--- src/include/fec_buf_pkg.sv ---
// shared constants and carrier types for the fec packet buffer engine
package fec_buf_pkg;
  localparam int          DW_BITS        = 64;
  localparam int          BURST_WORDS    = 16;
  localparam int          BURST_BYTES    = 128;
  localparam int          REGION_KBITS   = 128;
  localparam int          DEF_CHANNELS   = 8;
  localparam int          MAX_CHANNELS   = 8;
  localparam int          DEF_FEC_INC    = 1;
  localparam int          FIFO_WORDS     = 16;
  localparam logic [4:0]  FEC_ROW        = 5'h1f;
  localparam logic [4:0]  FEC_COL_MAX    = 5'h13;
  localparam logic [7:0]  STAT_SEL_OFS   = 8'hfc;
  localparam logic [7:0]  STAT_DATA_OFS  = 8'hfb;
  localparam logic [7:0]  ERR_HIGH_STAT  = 8'h0c;
  localparam logic [7:0]  ERR_MID_STAT   = 8'h0d;
  localparam logic [7:0]  ERR_LOW_STAT   = 8'h0e;
  localparam logic [7:0]  STAT_SEL_RST   = 8'h00;
  localparam logic [23:0] ERR_CNT_RST    = 24'h000000;

  typedef struct packed {
    logic [6:0] chan;
    logic       zero;
    logic [4:0] fec;
    logic [3:0] slot;
    logic [6:0] beat;
  } mem_addr_t;

  typedef struct packed {
    logic      rnw;
    mem_addr_t addr;
  } mem_cmd_t;

  typedef struct packed {
    logic [6:0]  chan;
    logic [4:0]  fec;
    logic [3:0]  slot;
    logic        last;
    logic [63:0] data;
  } pkt_word_t;

  typedef struct packed {
    logic [6:0] chan;
    logic [4:0] fec;
    logic [3:0] slot;
    logic [3:0] bursts_m1;
  } rd_req_t;
endpackage

--- src/rtl/fec_buf_engine.sv ---
// fec packet buffer engine: packet fifo, burst mover, error statistic, loopback
//
// Contract
// - A 24-bit recovery error count reads as bytes 0x0c to 0x0e, high first, reset to zero.
// - Software writes the selector first, then reads the selected statistic byte.
// - The built channel count is a parameter from one to eight with a default of eight.
// - With the fec include parameter at zero no fec is made and no memory access is issued.
// - Each channel owns a fixed 128 Kb memory region for its stored fec packets.
// - Memory address bits 23:17 carry the channel and bit 16 is always zero.
// - Address bits 15:11 hold the fec type, 11111 for row, 00000 to 10011 for a column index.
// - Memory address bits 10:7 pick a 2KB packet slot holding one packet.
// - Memory address bits 6:0 address data within the slot, bits 6:3 picking one burst of sixteen 64-bit words.
// - Every memory read and write is a burst of exactly 128 bytes.
// - Whole packets with all their headers are written, not just the stream payload.
// - Row and column fec packets are both written to and read back from memory.
// - Loopback sends receive channel i out on transmit channel i+1, the last on the first.
`timescale 1ns/1ns

module fec_pkt_fifo #(
  parameter int WIDTH = 81,
  parameter int DEPTH = 16
) (
  input  wire logic             ref_clk,
  input  wire logic             rst,
  input  wire logic [WIDTH-1:0] in_data,
  input  wire logic             in_valid,
  output logic                  in_ready,
  output logic [WIDTH-1:0]      out_data,
  output logic                  out_valid,
  input  wire logic             out_ready
);
  localparam int AW = $clog2(DEPTH);
  logic [WIDTH-1:0] mem_q [DEPTH];
  logic [AW:0]      wr_q;
  logic [AW:0]      rd_q;
  logic             push;
  logic             pop;
  logic [AW:0]      fill_d;

  if (DEPTH < 2 || (1 << AW) != DEPTH) begin : g_bad_depth
    $error("fifo depth must be a power of two");
  end

  // ready is a flop: it is worked out from the fill level after this edge
  assign fill_d    = wr_q - rd_q + (AW+1)'(push) - (AW+1)'(pop);
  assign out_valid = wr_q != rd_q;
  assign out_data  = mem_q[rd_q[AW-1:0]];
  assign push      = in_valid && in_ready;
  assign pop       = out_valid && out_ready;

  always_ff @(posedge ref_clk) begin
    if (push) begin
      mem_q[wr_q[AW-1:0]] <= in_data;
    end
  end

  always_ff @(posedge ref_clk) begin
    if (rst) begin
      wr_q <= '0;
      rd_q <= '0;
    end else begin
      if (push) begin
        wr_q <= wr_q + 1'b1;
      end
      if (pop) begin
        rd_q <= rd_q + 1'b1;
      end
    end
  end

  always_ff @(posedge ref_clk) begin
    if (rst) begin
      in_ready <= 1'b1;
    end else begin
      in_ready <= fill_d != (AW+1)'(DEPTH);
    end
  end
endmodule

module fec_buf_engine #(
  parameter int CHANNELS    = fec_buf_pkg::DEF_CHANNELS,
  parameter int FEC_INCLUDE = fec_buf_pkg::DEF_FEC_INC,
  parameter int FIFO_DEPTH  = fec_buf_pkg::FIFO_WORDS
) (
  input  wire logic                     ref_clk,
  input  wire logic                     rst,
  // byte register port
  input  wire logic                     reg_wr,
  input  wire logic [7:0]               reg_addr,
  input  wire logic [7:0]               reg_wdata,
  output logic [7:0]                    reg_rdata_q,
  input  wire logic                     recov_err,
  // packet write stream
  input  wire fec_buf_pkg::pkt_word_t   pkt_word,
  input  wire logic                     pkt_valid,
  output logic                          pkt_ready,
  // packet read-back
  input  wire fec_buf_pkg::rd_req_t     rd_req,
  input  wire logic                     rd_req_valid,
  output logic                          rd_busy_q,
  output logic [63:0]                   rd_data_q,
  output logic                          rd_valid_q,
  output logic                          rd_last_q,
  // memory native port
  output fec_buf_pkg::mem_cmd_t         mem_cmd_q,
  output logic                          mem_req_q,
  input  wire logic                     mem_ack,
  output logic [63:0]                   mem_wr_data_q,
  output logic                          mem_wr_push_q,
  input  wire logic [63:0]              mem_rd_data,
  input  wire logic                     mem_rd_valid,
  // channel lanes
  input  wire logic                     loopback_en,
  input  wire logic [CHANNELS-1:0][7:0] rx_lane,
  input  wire logic [CHANNELS-1:0][7:0] tx_src,
  output logic [CHANNELS-1:0][7:0]      tx_lane_q
);
  localparam int         PW = $bits(fec_buf_pkg::pkt_word_t);
  localparam logic [3:0] LAST_BEAT = 4'(fec_buf_pkg::BURST_WORDS - 1);

  if (CHANNELS < 1 || CHANNELS > fec_buf_pkg::MAX_CHANNELS) begin : g_bad_ch
    $error("channel count must be 1 to 8");
  end
  if (FEC_INCLUDE < 0 || FEC_INCLUDE > 1) begin : g_bad_fec
    $error("fec include must be 0 or 1");
  end
  if (fec_buf_pkg::DW_BITS != 64) begin : g_bad_dw
    $error("memory data path must be 64 bits");
  end
  // sixteen 64-bit words per burst must add up to the 128-byte burst
  if (fec_buf_pkg::BURST_WORDS * fec_buf_pkg::DW_BITS / 8
      != fec_buf_pkg::BURST_BYTES) begin : g_bad_burst
    $error("burst must be 128 bytes");
  end
  // each channel owns every address below its channel field
  if ($bits(fec_buf_pkg::mem_addr_t) - 7
      != $clog2(fec_buf_pkg::REGION_KBITS * 1024)) begin : g_bad_region
    $error("channel region must span 128 K addresses");
  end

  typedef enum logic [2:0] {IDLE, WFILL, WADDR, RADDR, RDATA} mstate_t;
  mstate_t state_q;

  fec_buf_pkg::pkt_word_t fifo_word;
  logic [PW-1:0]          fifo_raw;
  logic                   fifo_valid;
  logic                   fifo_pop;
  logic                   fifo_in_ready;

  fec_pkt_fifo #(
    .WIDTH (PW),
    .DEPTH (FIFO_DEPTH)
  ) u_fifo (
    .ref_clk   (ref_clk),
    .rst       (rst),
    .in_data   (pkt_word),
    .in_valid  (pkt_valid && FEC_INCLUDE != 0),
    .in_ready  (fifo_in_ready),
    .out_data  (fifo_raw),
    .out_valid (fifo_valid),
    .out_ready (fifo_pop)
  );
  assign fifo_word = fec_buf_pkg::pkt_word_t'(fifo_raw);
  // with fec left out nothing is buffered, the stream is simply refused
  if (FEC_INCLUDE != 0) begin : g_ready_on
    assign pkt_ready = fifo_in_ready;
  end else begin : g_ready_off
    assign pkt_ready = 1'b0;
  end

  // ---------------- statistics ----------------
  logic [7:0]  stat_sel_q;
  logic [23:0] err_cnt_q;

  function automatic logic [7:0] stat_byte(input logic [7:0] sel, input logic [23:0] cnt);
    unique case (sel)
      fec_buf_pkg::ERR_HIGH_STAT: stat_byte = cnt[23:16];
      fec_buf_pkg::ERR_MID_STAT:  stat_byte = cnt[15:8];
      fec_buf_pkg::ERR_LOW_STAT:  stat_byte = cnt[7:0];
      default:                    stat_byte = 8'h00;
    endcase
  endfunction

  always_ff @(posedge ref_clk) begin
    if (rst) begin
      stat_sel_q <= fec_buf_pkg::STAT_SEL_RST;
    end else if (reg_wr && reg_addr == fec_buf_pkg::STAT_SEL_OFS) begin
      stat_sel_q <= reg_wdata;
    end
  end

  // saturates so a long error burst never wraps back to a small count
  always_ff @(posedge ref_clk) begin
    if (rst) begin
      err_cnt_q <= fec_buf_pkg::ERR_CNT_RST;
    end else if (recov_err && err_cnt_q != 24'hffffff) begin
      err_cnt_q <= err_cnt_q + 24'h000001;
    end
  end

  always_ff @(posedge ref_clk) begin
    if (rst) begin
      reg_rdata_q <= 8'h00;
    end else if (reg_addr == fec_buf_pkg::STAT_SEL_OFS) begin
      reg_rdata_q <= stat_sel_q;
    end else if (reg_addr == fec_buf_pkg::STAT_DATA_OFS) begin
      reg_rdata_q <= stat_byte(stat_sel_q, err_cnt_q);
    end else begin
      reg_rdata_q <= 8'h00;
    end
  end

  // ---------------- burst mover ----------------
  logic [3:0]  beat_q;
  logic [3:0]  burst_q;
  logic [3:0]  bursts_m1_q;
  logic        pad_q;
  logic [6:0]  chan_q;
  logic [4:0]  fec_q;
  logic [3:0]  slot_q;
  logic        pkt_done;

  // a new packet starts on a header word; words are padded after last
  assign fifo_pop = state_q == WFILL && !pad_q && fifo_valid;
  assign pkt_done = pad_q;

  always_ff @(posedge ref_clk) begin
    if (rst) begin
      state_q     <= IDLE;
      beat_q      <= 4'h0;
      burst_q     <= 4'h0;
      bursts_m1_q <= 4'h0;
      pad_q       <= 1'b0;
      chan_q      <= 7'h00;
      fec_q       <= 5'h00;
      slot_q      <= 4'h0;
    end else begin
      unique case (state_q)
        IDLE: begin
          beat_q  <= 4'h0;
          burst_q <= 4'h0;
          pad_q   <= 1'b0;
          if (FEC_INCLUDE == 0) begin
            state_q <= IDLE;
          end else if (rd_req_valid) begin
            chan_q      <= rd_req.chan;
            fec_q       <= rd_req.fec;
            slot_q      <= rd_req.slot;
            bursts_m1_q <= rd_req.bursts_m1;
            state_q     <= RADDR;
          end else if (fifo_valid) begin
            chan_q  <= fifo_word.chan;
            fec_q   <= fifo_word.fec;
            slot_q  <= fifo_word.slot;
            state_q <= WFILL;
          end
        end
        WFILL: begin
          if (pad_q || fifo_valid) begin
            beat_q <= beat_q + 4'h1;
            if (fifo_pop && fifo_word.last) begin
              pad_q <= 1'b1;
            end
            if (beat_q == LAST_BEAT) begin
              state_q <= WADDR;
            end
          end
        end
        WADDR: begin
          if (mem_ack) begin
            burst_q <= burst_q + 4'h1;
            state_q <= pkt_done ? IDLE : WFILL;
          end
        end
        RADDR: begin
          if (mem_ack) begin
            beat_q  <= 4'h0;
            state_q <= RDATA;
          end
        end
        RDATA: begin
          if (mem_rd_valid) begin
            beat_q <= beat_q + 4'h1;
            if (beat_q == LAST_BEAT) begin
              burst_q <= burst_q + 4'h1;
              state_q <= burst_q == bursts_m1_q ? IDLE : RADDR;
            end
          end
        end
      endcase
    end
  end

  // write data goes in ahead of the address request, as the port expects
  always_ff @(posedge ref_clk) begin
    if (rst) begin
      mem_wr_data_q <= 64'h0;
      mem_wr_push_q <= 1'b0;
    end else begin
      mem_wr_push_q <= state_q == WFILL && (pad_q || fifo_valid);
      mem_wr_data_q <= pad_q ? 64'h0 : fifo_word.data;
    end
  end

  always_ff @(posedge ref_clk) begin
    if (rst) begin
      mem_req_q <= 1'b0;
      mem_cmd_q <= '0;
    end else begin
      mem_req_q <= FEC_INCLUDE != 0 && (state_q == WADDR || state_q == RADDR)
                   && !mem_ack;
      mem_cmd_q.rnw       <= state_q == RADDR;
      mem_cmd_q.addr.chan <= chan_q;
      mem_cmd_q.addr.zero <= 1'b0;
      mem_cmd_q.addr.fec  <= fec_q;
      mem_cmd_q.addr.slot <= slot_q;
      mem_cmd_q.addr.beat <= {burst_q, 3'b000};
    end
  end

  always_ff @(posedge ref_clk) begin
    if (rst) begin
      rd_data_q  <= 64'h0;
      rd_valid_q <= 1'b0;
      rd_last_q  <= 1'b0;
      rd_busy_q  <= 1'b0;
    end else begin
      rd_busy_q  <= state_q != IDLE;
      rd_valid_q <= state_q == RDATA && mem_rd_valid;
      rd_data_q  <= mem_rd_data;
      rd_last_q  <= state_q == RDATA && mem_rd_valid && beat_q == LAST_BEAT
                    && burst_q == bursts_m1_q;
    end
  end

  // ---------------- loopback ----------------
  for (genvar i = 0; i < CHANNELS; i++) begin : g_lane
    localparam int SRC = (i + CHANNELS - 1) % CHANNELS;
    always_ff @(posedge ref_clk) begin
      if (rst) begin
        tx_lane_q[i] <= 8'h00;
      end else begin
        tx_lane_q[i] <= loopback_en ? rx_lane[SRC] : tx_src[i];
      end
    end
  end
endmodule

--- config.mk ---
export PLATFORM = sky130hd
export DESIGN_NAME = fec_buf_engine
export DESIGN_NICKNAME = d
export VERILOG_FILES = /design/src/include/fec_buf_pkg.sv /design/src/rtl/fec_buf_engine.sv
export SDC_FILE = /design/constraint.sdc
export NUM_CORES = 1
export LEC_CHECK = 0
export BUFFER_PORTS_ARGS = -buffer_cell sky130_fd_sc_hd__buf_2
export CAP_MARGIN = 20
export CORE_MARGIN = 5
export CORE_UTILIZATION = 40
export CTS_CLUSTER_SIZE = 14
export DETAILED_ROUTE_END_ITERATION = 12
export SYNTH_ARGS = -nofsm -noshare
export SYNTH_HDL_FRONTEND = slang
export SYNTH_SLANG_ARGS = --single-unit
--- constraint.sdc ---
create_clock -name ref_clk -period 9.4 [get_ports ref_clk]
set_input_delay 0.47 -clock ref_clk [delete_from_list [all_inputs] [get_ports ref_clk]]
set_output_delay 0.47 -clock ref_clk [all_outputs]
set_load 0.1 [all_outputs]
# Word-level counts from Yosys, hierarchy flattened
# Memories as Yosys holds them, arrays and structs flattened. A register that Yosys moved wholly into a read port is not among the register bits.
# Index checks and enable logic that the tools add are counted.
# word_totals
reg_bits	305
latchBits	0
ram_bits	1296
rom_bits	0
out_inout_bits	231
elab_cells	139
memories	1
# memory_table
name	depth	width	rd	rd_clocked_by_memory_dff	write_ports	line_no	source
u_fifo.mem_q	16	81	1	1	1	fec_buf_engine.sv:33	logic [WIDTH-1:0] mem_q [DEPTH];
# classes
n_addsub	8
mul	0
div	0
magnitude_cmp	0
n_eq_ne	22
shifts	0
mux	43
n_bitwise	0
reduce_logical	29
# op_table
op	n
$mux 8	10
$mux 4	10
$add 24x1->24 const B	1
$eq 8x4->1 const B	3
$mux 3	8
$ne 24x24->1 const B	1
$pmux 8 s3	1
$eq 8x8->1 const B	2
$pmux 4 s4	1
$pmux 3 s5	1
$mux 7	2
$logic_and 1x1->1	12
$pmux 4 s3	1
$add 5x1->5 const B	2
$mux 5	2
$add 4x1->4 const B	2
$ne 2x1->1 const B	4
$reduce_and 4->1	2
$reduce_and 7->1	1
$eq 3x2->1 const B	2
$ne 2x2->1 const B	3
$reduce_bool 3->1	2
$add 5x1->5	1
$mux 1	5
other kinds (19)	23

# Depth between registers and ports, before layout
# Gate-level depths: netlist of the first run.
# logic_depth
depth_word	7
ltp_mapped	12
ltp_nobuf	11

# Modules after synthesis
# A second synthesis of the first run with hierarchy kept.
# hier_totals
cells_unflattened	3044
area_unflattened_um2	59270.6
# modules_own_cells
module	n_inst	cells_each	area_per_inst_um2	seq_area_each_um2
fec_pkt_fifo	1	2084	49311.0	39217.6
fec_buf_engine	1	960	9959.6	5805.6

# Least setup slack after synthesis of the first run
# Ideal clock, no wire load.
# synth_timing
kind	register -> register
startpoint	register u_fifo.in_ready
endpoint	memory u_fifo.mem_q[3][0], enable pin
setup_ns	0.620
arrival_time_ns	7.141
slack_ns	1.639
stages_incl_launch_ff	5
n_path_buf	1
synth_period_minus_slack_ns	7.761
path_cell_list	dfxtp_1 and2_1 clkbuf_1 nand2_1 nor3_1
# synth_between
elab_chain_cells	3
# synth_lines
element	line_no	source
start: declaration	fec_buf_engine.sv:27	output logic in_ready,
start signal: assignment	fec_buf_engine.sv:75	in_ready <= fill_d != (AW+1)'(DEPTH);
$logic_and 1x1->1	fec_buf_engine.sv:48	assign push = in_valid && in_ready;
net u_fifo.push	fec_buf_engine.sv:36	logic push;
$mux 1	fec_buf_engine.sv:52	if (push) begin
$mux 1 (implied by the code)	fec_buf_engine.sv:53	mem_q[wr_q[AW-1:0]] <= in_data;
end: declaration	fec_buf_engine.sv:33	
# The timed path passes the listed nets, and every way through them passes these cells.

==> run summary, run 1 <==
Status = finished, final reports clean
CP endpoint = mem_wr_data_q[7]
CTS tree = built
Port-buffer cells = 544
Cell taking the most area after synthesis = edfxtp_1
Post-Syn Instances = 2905
RSZ-0062 raised after global routing = false
Critical Path Sink Type = flip-flop
H-tree levels = 4
Critical path depth in cells = 5
Setup bufs post-CTS = 0
Dpl ws = 5310 ps
Sequential-to-total area share from yosys stat = 75.8%
Worst slew margin = 26.6%
Max VDD drop = 0.000186 V
Largest net degree at the start of global routing = 165
Die area = 156000 um2
Routed wire length = 159000 um
I/O pins = 549
Layout Skew = 31.9 ps
Synth Cell Area = 59400 um2
Clock latency on the worst-skew pair = 800 ps
Top delay family on crit path = buffers and inverters
Routability cong. = 0.974
Commonest non-fill, non-tap cell in the layout = edfxtp_1
Sequential power share = 46.6%
Final hold violation count = 0
Initial antenna violation count = 32
Final worst setup slack = 5480 ps
Share of layout cells above drive strength 1 = 32.6%
Async SR Flop Fraction = 0%
Gate power share = 14.7%
Commonest cells after routing, fill and taps aside = 1296 x edfxtp_1, 542 x buf_2, 388 x mux4_2
Clk pwr share = 38.7%
Total leakage power = 24.6 nW
Largest cells by area after synthesis = edfxtp_1 66%, mux4_2 15%, dfxtp_1 10%, nor2b_1 1.6%, mux2i_1 1.3%
CP cell instances = buf_4 > buf_4 > mux4_2 > mux4_2 > nor2b_1
Die X = 395 um
Critical path arrival = 4580 ps
Period utilization = 41.7%
Bufs and invs on worst path = 2
Detailed-route vias per instance = 5.29
Vias = 31100
Yosys cell types = 68
Shortest period the worst path allows = 3920 ps
Power per cell area = 238 nW/um2
Hold_ws = 52.8 ps
Global-route wire length before repair = 229000 um
Total Neg Setup Slack = 0 ps
Critical Path Source Type = flip-flop
Worst R2R Setup Slack = 5480 ps
Primary FF master, synth = edfxtp_1
Critical R2R Capture = mem_wr_data_q[7]
CORE AREA = 148000 um2
Maximum clock insertion buffer count = 3
Hpwl dp = 91100 um
Syn Area/Cell = 20.4 um2
Slew at the pin closest to its max-slew limit = 1100 ps
Yosys reg bits = 1601
Max incr delay on CP = 870 ps
GRT Total Usage = 20.1%
CP required = 10070 ps
Die H = 395 um
WL per Instance = 27.0 um
Register-to-Register Path Depth = 5
Starting DRT DRC Count = 2508
Crit Path Class = reg -> reg
Detail Route Antenna Nets = 0
Synth top area share = 65.6%
Slowest CP cell = buf_4
Hold Crit Class = in -> reg
Crit path max fanout = 48
# DRC = 0
First drt pass iteration count = 6
Cell Rows = 141
Ys Warns = 0
Pint = 12.8 mW
Clock-pin slew on the worst setup and hold paths = 60 ps
Area Growth Syn to Fin = 22.8%
Clock sinks = 1601
Max Transition Viols Final = 0
Max Clk Rate = 0.255 GHz
Sw power = 4.55 mW
Final setup viols = 0
Grt ovf = 0
Vias in the first global route = 32400
Number of synthesized flops with an enable pin = 1296
Initial Utilization = 40.2%
Final core utilization = 49.4%
Root Buffer = clkbuf_16
Cts bufs inserted = 166
Switching Share = 26.3%
Max cap viols = 0
Nets = 4135
cell families (layout without fill, tap and decap cells):
group	after synthesis	after routing	synth area share [%]
xor+xnor	38	38	0.561
flops	1601	1601	75.8
fa+ha+maj	19	19	0.438
buf+inv	179	1208	1.35
other cells	1	16	0.00632
compound gates	153	153	1.76
simple gates	444	444	3.93
mux	470	470	16.1
power by group through the flow:
stage	Combinational [mW]	Sequential (mW)	Clock, mW
2_1_floorplan	1.22	8.89	0
3_3_place_gp	2.46	8.22	0
3_5_place_dp	2.47	8.22	0
4_1_cts	2.58	8.07	6.87
5_1_grt	2.70	8.09	7.18
6_report	2.54	8.07	6.71
worst register-to-register path: cells and delay by family, from the launching register on:
kind                   cells  cell delay [ps]
buffers and inverters      2             1700
multiplexers               2             1140
flip-flops                 1              810
AND/OR/NAND/NOR            1              140
worst min path at each step:
| stage | startpoint | endpoint | slack, ps | cells past startpoint |
|---|---|---|---|---|
| floorplan | stat_sel_q[7] | stat_sel_q[7] | 440 | 2 |
| global placement | chan_q[5] | mem_cmd_q[22] | 450 | 1 |
| detailed placement | slot_q[0] | mem_cmd_q[7] | 460 | 1 |
| CTS | pkt_word[75] | u_fifo.mem_q[13][75] | 0.7 | 1 |
| global route | tx_src[11] | tx_lane_q[11] | 2 | 3 |
| finish | tx_src[44] | tx_lane_q[44] | 50 | 3 |
through the flow:
stage	total power, mW	instance area (um2)	std cells
2_1_floorplan	10.1	59400	2908
3_3_place_gp	10.7	64300	5273
3_5_place_dp	10.7	64400	5275
4_1_cts	17.5	72900	5867
5_1_grt	18.0	72900	5873
6_report	17.3	72900	5879
per-layer routing:
layer,vias up,global-route usage [%],part of all wire [%]
li1,13500,-,-
met5,-,0,0.10
met4,24,6.40,3.1
met2,1116,33.8,49
met1,16200,26.1,41
met3,256,4.39,6.3
registers in the layout, indices dropped and copies added, names as in the netlist, 5 cells and up, named ones only:
name           flops
u_fifo.mem_q    1296
err_cnt_q         24
mem_wr_data_q     64
u_fifo.rd_q        5
reg_rdata_q        8
u_fifo.wr_q        5
chan_q             7
stat_sel_q         8
rd_data_q         64
tx_lane_q         64
mem_cmd_q         21
fec_q              5
timing repair:
item | CTS | global route
endpoints found under the hold margin | 1167 | 0
hold buffers | 285 | 0
resized for setup | 0 | 0
cell usage after synthesis (all sizes together), types with 29 or more instances:
library cell  instances
dfxtp               305
edfxtp             1296
mux4                388
mux2i                80
a22oi                42
o21ai                29
buf                  89
nand2                64
nor2                130
nor2b               155
clkbuf               71
a21oi                57
cell type report:
cell class | count | area [um2]
Tap cell | 1930 | 2410
Antenna cell | 12 | 30.0
Sequential cell | 1601 | 45000
Inverter | 19 | 71.3
Clock inverter | 89 | 1140
Multi-Input combinational cell | 1128 | 13700
Fill cell | 12000 | 74800
Timing Repair Buffer | 882 | 6020
Clock buffer | 218 | 4510
Power figures use the tool's default switching activity.
==> run 2: changes to the inputs <==
==> constraint.sdc (replaced) <==
create_clock -name ref_clk -period 3.9 [get_ports ref_clk]
set_input_delay 0.195 -clock ref_clk [delete_from_list [all_inputs] [get_ports ref_clk]]
set_output_delay 0.195 -clock ref_clk [all_outputs]
set_load 0.1 [all_outputs]
==> run 2 against run 1 <==
  * Via count up 1.2%
  * Die area unchanged
  * Utilization up 0.76 points
  * Flip-flop and latch count unchanged
  * Routed wire length down 1.5%
  * Highest routed layer unchanged
==> run summary, run 2 (synthesized netlist as in run 1, its figures left out) <==
Status = finished, final reports clean
Global-route wire length before repair = 226000 um (-1.2%)
Cts bufs inserted = 168 (+1.2%)
Root Buffer = clkbuf_16
Initial Utilization = 40.2% (unchanged)
Power per cell area = 564 nW/um2 (+140%)
Clock-pin slew on the worst setup and hold paths = 60 ps (about the same)
Dpl ws = 699 ps (-4610 ps)
Hpwl dp = 83300 um (-8.6%)
Grt ovf = 0 (unchanged)
Switching Share = 25.9% (-0.38 points)
Nets = 4209 (+1.8%)
Final non-filler cell total = 5965 (+1.5%)
GRT Total Usage = 19.7% (-0.37 points)
Max Transition Viols Final = 0 (unchanged)
Final hold violation count = 0 (unchanged)
Total Neg Setup Slack = 0 ps (unchanged)
WL per Instance = 26.2 um (-2.9%)
RSZ-0062 raised after global routing = false
# DRC = 0 (unchanged)
Commonest non-fill, non-tap cell in the layout = edfxtp_1
I/O pins = 549 (unchanged)
Detail Route Antenna Nets = 0 (unchanged)
Initial antenna violation count = 24 (-25%)
Sequential power share = 46.3% (-0.3 points)
Largest net degree at the start of global routing = 144 (-13%)
Layout Skew = 37.9 ps (+6.01 ps)
Vias in the first global route = 32700 (+1.0%)
Routed wire length = 156000 um (-1.5%)
First drt pass iteration count = 5 (-1)
Max cap viols = 0 (unchanged)
CP required = 4570 ps (-5500 ps)
Worst slew margin = 27.1% (+0.52 points)
Clk pwr share = 38.3% (-0.4 points)
Max reg flops = 1296 (unchanged)
Routability cong. = 0.915 (-6.1%)
Pint = 30.9 mW (+140%)
Critical Path Sink Type = flip-flop
Hold Crit Class = in -> reg
Clock sinks = 1601 (unchanged)
CTS tree = built
Sw power = 10.8 mW (+140%)
Gate power share = 15.4% (+0.7 points)
Vias = 31500 (+1.2%)
Starting DRT DRC Count = 2312 (-7.8%)
Detailed-route vias per instance = 5.28 (-0.24%)
Final worst setup slack = 414 ps (-5070 ps)
Commonest cells after routing, fill and taps aside = 1296 x edfxtp_1, 542 x buf_2, 388 x mux4_2
Slew at the pin closest to its max-slew limit = 1090 ps (-7.78 ps)
Final core utilization = 50.1% (+0.76 points)
Area Growth Syn to Fin = 24.7%
Max Clk Rate = 0.287 GHz (+12%)
Critical path arrival = 4150 ps (-430 ps)
Crit Path Class = reg -> reg
CORE AREA = 148000 um2 (unchanged)
H-tree levels = 4 (unchanged)
Period utilization = 89.4% (+48 points)
Max VDD drop = 0.000445 V (+140%)
Shortest period the worst path allows = 3490 ps (-432 ps)
Die area = 156000 um2 (unchanged)
Hold_ws = 60.5 ps (+7.64 ps)
Port-buffer cells = 544 (unchanged)
Maximum clock insertion buffer count = 3 (unchanged)
Total leakage power = 25.0 nW (+1.8%)
DP Cell Count = 5290 (+0.28%)
Share of layout cells above drive strength 1 = 32.5% (-0.060 points)
Cell Rows = 141 (unchanged)
Critical Path Source Type = flip-flop
Crit path max fanout = 17 (-65%)
Final setup viols = 0 (unchanged)
Die X = 395 um (unchanged)
Die H = 395 um (unchanged)
Clock latency on the worst-skew pair = 780 ps (-20 ps)
-- run 2: changes by cell type in the layout (fill, tap and decap cells not counted), moves of 3 or more --
cell           delta
clkbuf_8         +11
dlygate4sd3_1    +57
buf_12           +34
diode_2           +8
clkbuf_16         +6
bufinv_16         -7
buf_4            -19
nor3_4            +4
clkbuf_1          +5
clkinv_8          +3
clkinv_16         -4
nor3_2            -4
clkinv_1          -3
-- run 2: final timing paths --
check | slack (ps) | from | cells after the start | to
hold / removal | 60 | pkt_valid | 4 | u_fifo.wr_q[0]
setup / recovery | 410 | u_fifo.wr_q[2] | 8 | slot_q[3]
hold reg to reg | 470 | slot_q[2] | 1 | mem_cmd_q[9]
setup reg to reg | 410 | u_fifo.wr_q[2] | 8 | slot_q[3]
-- run 2: power groups by stage --
stage / logic [mW] / registers (mW) / clock network [mW]
2_1_floorplan: 2.94 / 21.4 / 0
3_3_place_gp: 6.15 / 19.7 / 0
3_5_place_dp: 6.16 / 19.7 / 0
4_1_cts: 6.53 / 19.4 / 16.4
5_1_grt: 6.83 / 19.4 / 17.1
6_report: 6.43 / 19.3 / 16.0
-- run 2: area by class of cell --
class                      count  area (um2)
multi-input combinational   1128       13700
tap                         1930        2410
clock buffer                 241        4830
clock inverter                72         776
antenna                       20        50.0
inverter                      19        71.3
sequential                  1601       45000
fill                       12000       73700
timing repair buffer         954        7130
-- run 2: worst max-delay path: stages, from the launching register on --
cell and delay [ps]:
dfxtp_1 330, inv_1 80, ha_1 360, nand2_1 120
or4_1 740, o21ai_4 510, or2_2 470, o21ai_0 170
dlygate4sd3_1 590
-- run 2: per-stage QoR --
stage / power, mW / cell area, um2
after CTS: 42.3 / 74000
after global routing: 43.3 / 74000
after global placement: 25.8 / 64900
after detailed placement: 25.9 / 64900
final: 41.7 / 74000
after floorplan: 24.3 / 59500
-- run 2: routing by layer --
| layer | share of wire, % | track usage (%) | wire length, um |
|---|---|---|---|
| met4 | 2.3 | 4.99 | 3530 |
| met3 | 6.3 | 4.09 | 9780 |
| met1 | 43 | 27.2 | 67200 |
| met5 | 0.026 | 0 | 41 |
| met2 | 48 | 32.3 | 75700 |
-- run 2: timing repair --
action | in CTS | in global routing
setup buffers | 0 | 0
setup endpoints to repair | 0 | 6
hold buffers | 342 | 0
hold endpoints to repair | 1487 | 0
gates resized for setup | 0 | 1
==> run 3: changes to the inputs <==
--- a/config.mk
+++ b/config.mk
@@ -5,12 +5,14 @@
 export SDC_FILE = /design/constraint.sdc
 export NUM_CORES = 1
 export LEC_CHECK = 0
+export ABC_AREA = 1
 export BUFFER_PORTS_ARGS = -buffer_cell sky130_fd_sc_hd__buf_2
 export CAP_MARGIN = 20
 export CORE_MARGIN = 5
 export CORE_UTILIZATION = 40
 export CTS_CLUSTER_SIZE = 14
 export DETAILED_ROUTE_END_ITERATION = 12
+export GPL_ROUTABILITY_DRIVEN = 1
 export SYNTH_ARGS = -nofsm -noshare
 export SYNTH_HDL_FRONTEND = slang
 export SYNTH_SLANG_ARGS = --single-unit
==> run 3 against run 2 <==
  * Die area is 2.9% higher
  * Register-to-register slack worse by 130 ps
  * Global-route usage up 1.5 points
  * Sequential power barely moved
==> run summary, run 3 <==
Dpl ws = 298 ps (-401 ps)
I/O pins = 549 (unchanged)
Post-Syn Instances = 4942 (+70%)
Synth Cell Area = 61100 um2 (+3.0%)
Clock-pin slew on the worst setup and hold paths = 60 ps (about the same)
Vias = 42500 (+35%)
Largest cells by area after synthesis = edfxtp_1 64%, dfxtp_1 10%, nor2_1 6.4%, o21ai_0 6.0%, o211ai_1 2.8%
Hold Crit Class = in -> reg
Worst hold stages = 4 (unchanged)
Max reg flops = 1296 (unchanged)
CTS tree = built
Vias in the first global route = 41200 (+26%)
Hpwl dp = 91800 um (+10%)
Layout Skew = 22.9 ps (-15.0 ps)
H-tree levels = 4 (unchanged)
Initial antenna violation count = 21 (-13%)
WL per Instance = 22.2 um (-15%)
Synth top area share = 63.7% (-1.9 points)
RSZ-0062 raised after global routing = false
Power per cell area = 590 nW/um2 (+4.7%)
Critical Path Source Type = flip-flop
Root Buffer = clkbuf_16
Hold_ws = 148 ps (+87.2 ps)
Commonest non-fill, non-tap cell in the layout = edfxtp_1
Max VDD drop = 0.000543 V (+22%)
List of most frequent post-synthesis cells = 1296 x edfxtp_1, 1050 x nor2_1, 737 x o21ai_0
Most frequent cell after synthesis = edfxtp_1
Max cap viols = 0 (unchanged)
Number of synthesized flops with an enable pin = 1296 (unchanged)
Crit path max fanout = 10 (-7)
Critical R2R Capture = u_fifo.in_ready
Seq. cell area = 45000 um2 (about the same)
Syn Area/Cell = 12.4 um2 (-39%)
Final setup viols = 0 (unchanged)
Global-route wire length before repair = 263000 um (+16%)
Grt ovf = 0 (unchanged)
Slowest CP cell = fa_1
Critical Path Sink Type = flip-flop
Max Clk Rate = 0.277 GHz (-3.6%)
Detailed-route vias per instance = 5.34 (+1.2%)
Initial Utilization = 40.2% (about the same)
Die area = 161000 um2 (+2.9%)
Fillers = 13000 (+8.6%)
Period utilization = 92.7% (+3.3 points)
Status = finished, final reports clean
Total leakage power = 26.7 nW (+6.8%)
Cell Rows = 143 (+1.4%)
Critical path arrival = 4250 ps (+100 ps)
Max Transition Viols Final = 0 (unchanged)
Sequential-to-total area share from yosys stat = 73.7% (-2.2 points)
Cell taking the most area after synthesis = edfxtp_1
Commonest cells after routing, fill and taps aside = 1296 x edfxtp_1, 1034 x nor2_1, 737 x o21ai_0
Area Growth Syn to Fin = 23.1%
CP required = 4540 ps (-30 ps)
Nets = 6119 (+45%)
Routed wire length = 177000 um (+13%)
Async SR Flop Fraction = 0% (unchanged)
# DRC = 0 (unchanged)
Routability cong. = 0.894 (-2.3%)
Clock latency on the worst-skew pair = 790 ps (about the same)
Cts bufs inserted = 164 (-2.4%)
Top delay family on crit path = adder cells
Slew at the pin closest to its max-slew limit = 995 ps (-98.5 ps)
Shortest period the worst path allows = 3620 ps (+130 ps)
Die X = 401 um (+1.4%)
Crit Path Class = reg -> reg
Maximum clock insertion buffer count = 3 (unchanged)
Bufs and invs on worst path = 3 (+1)
CP cell instances = inv_1 > ha_1 > nand2_1 > inv_1 > nand3_1 > nor2_1 > inv_1 > nand2_2 > fa_1 > fa_1 > ha_1 > fa_1 > xor2_1 > nor4_1 > nand3_1
Clock sinks = 1601 (unchanged)
Detail Route Antenna Nets = 0 (unchanged)
Share of layout cells above drive strength 1 = 15.3% (-17 points)
Worst R2R Start = u_fifo.wr_q[3]
Final worst setup slack = 284 ps (-130 ps)
Worst slew margin = 33.3% (+6.2 points)
Worst R2R Setup Slack = 280 ps (-130 ps)
Yosys cell types = 36 (-47%)
Primary FF master, synth = edfxtp_1
Max incr delay on CP = 460 ps (-280 ps)
Final core utilization = 49.5% (-0.60 points)
GRT Total Usage = 21.2% (+1.5 points)
Starting DRT DRC Count = 3948 (+71%)
First drt pass iteration count = 7 (+2)
Hold_sp = mem_rd_data[30]
Multi-input gate area = 14000 um2 (+2.5%)
CORE AREA = 152000 um2 (+2.9%)
Die H = 401 um (+1.4%)
Largest net degree at the start of global routing = 178 (+24%)
Final hold violation count = 0 (unchanged)
Port-buffer cells = 544 (unchanged)
Ys Warns = 0 (unchanged)
Register-to-Register Path Depth = 15 (+7)
Yosys reg bits = 1601 (unchanged)
WHS Endpoint = rd_data_q[30]
[run 3: worst reg2reg max path: stages (launching register included)]
cell and delay, ps:
dfxtp_1 410, inv_1 150, ha_1 320, nand2_1 80, inv_1 40, nand3_1 60, nor2_1 60, inv_1 110
nand2_2 160, fa_1 470, fa_1 450, ha_1 230, fa_1 440, xor2_1 170, nor4_1 210, nand3_1 110
[run 3: through the flow]
step                      instance area [um2]  total power [mW]  TNS (ps)  instances
after floorplan                         61200              26.5   -234710       4945
after global placement                  66100              28.8         0       7273
after detailed placement                66100              28.9         0       7273
after CTS                               75200              44.7         0       7949
after global routing                    75200              46.3         0       7953
final                                   75200              44.4         0       7960
[run 3: cell families (layout without fill, tap and decap cells)]
family,count (synthesis),count (layout),synth area share (%)
flops,1601,1601,73.7
compound gates,1287,1287,12.2
simple gates,1501,1501,9.72
buf+inv,507,1481,3.60
fa+ha+maj,19,19,0.426
xor+xnor,26,26,0.373
other cells,1,15,0.00614
[run 3: timing repair]
item                      4_1_cts  5_1_grt
hold endpoints to repair     1492        0
hold buffers                  373        0
gates resized for setup         0        0
setup buffers                   0        0
[run 3: routing by layer]
layer / global-route usage [%] / share of wire (%) / vias up
met5: 0 / 0.062 / -
met4: 5.29 / 2.2 / 16
met3: 4.30 / 6.9 / 299
met2: 35.1 / 48 / 1529
met1: 28.9 / 43 / 21100
li1: - / - / 19600
[run 3: area by class of cell]
class,instances,share of cell area (%)
multi-input combinational,2837,18.7
tap,2030,3.38
clock buffer,234,6.16
antenna,11,0.0366
clock inverter,69,0.956
timing repair buffer,996,10.0
sequential,1601,59.9
inverter,182,0.935
[run 3: worst max-delay path by stage]
stage,from,to,slack [ps],depth (start not counted)
after floorplan,u_fifo.in_ready,u_fifo.mem_q[10][0],-180,4
after global placement,u_fifo.wr_q[2],u_fifo.in_ready,300,15
after detailed placement,u_fifo.wr_q[3],u_fifo.in_ready,300,15
after CTS,u_fifo.wr_q[3],u_fifo.in_ready,290,15
after global routing,u_fifo.wr_q[2],u_fifo.in_ready,70,15
final,u_fifo.wr_q[3],u_fifo.in_ready,280,15
[run 3: power breakdown]
group          internal, mW  switching (mW)
Combinational          2.30            7.06
Clock                  8.92            6.62
Sequential             19.2           0.318
Total                  30.4            14.0
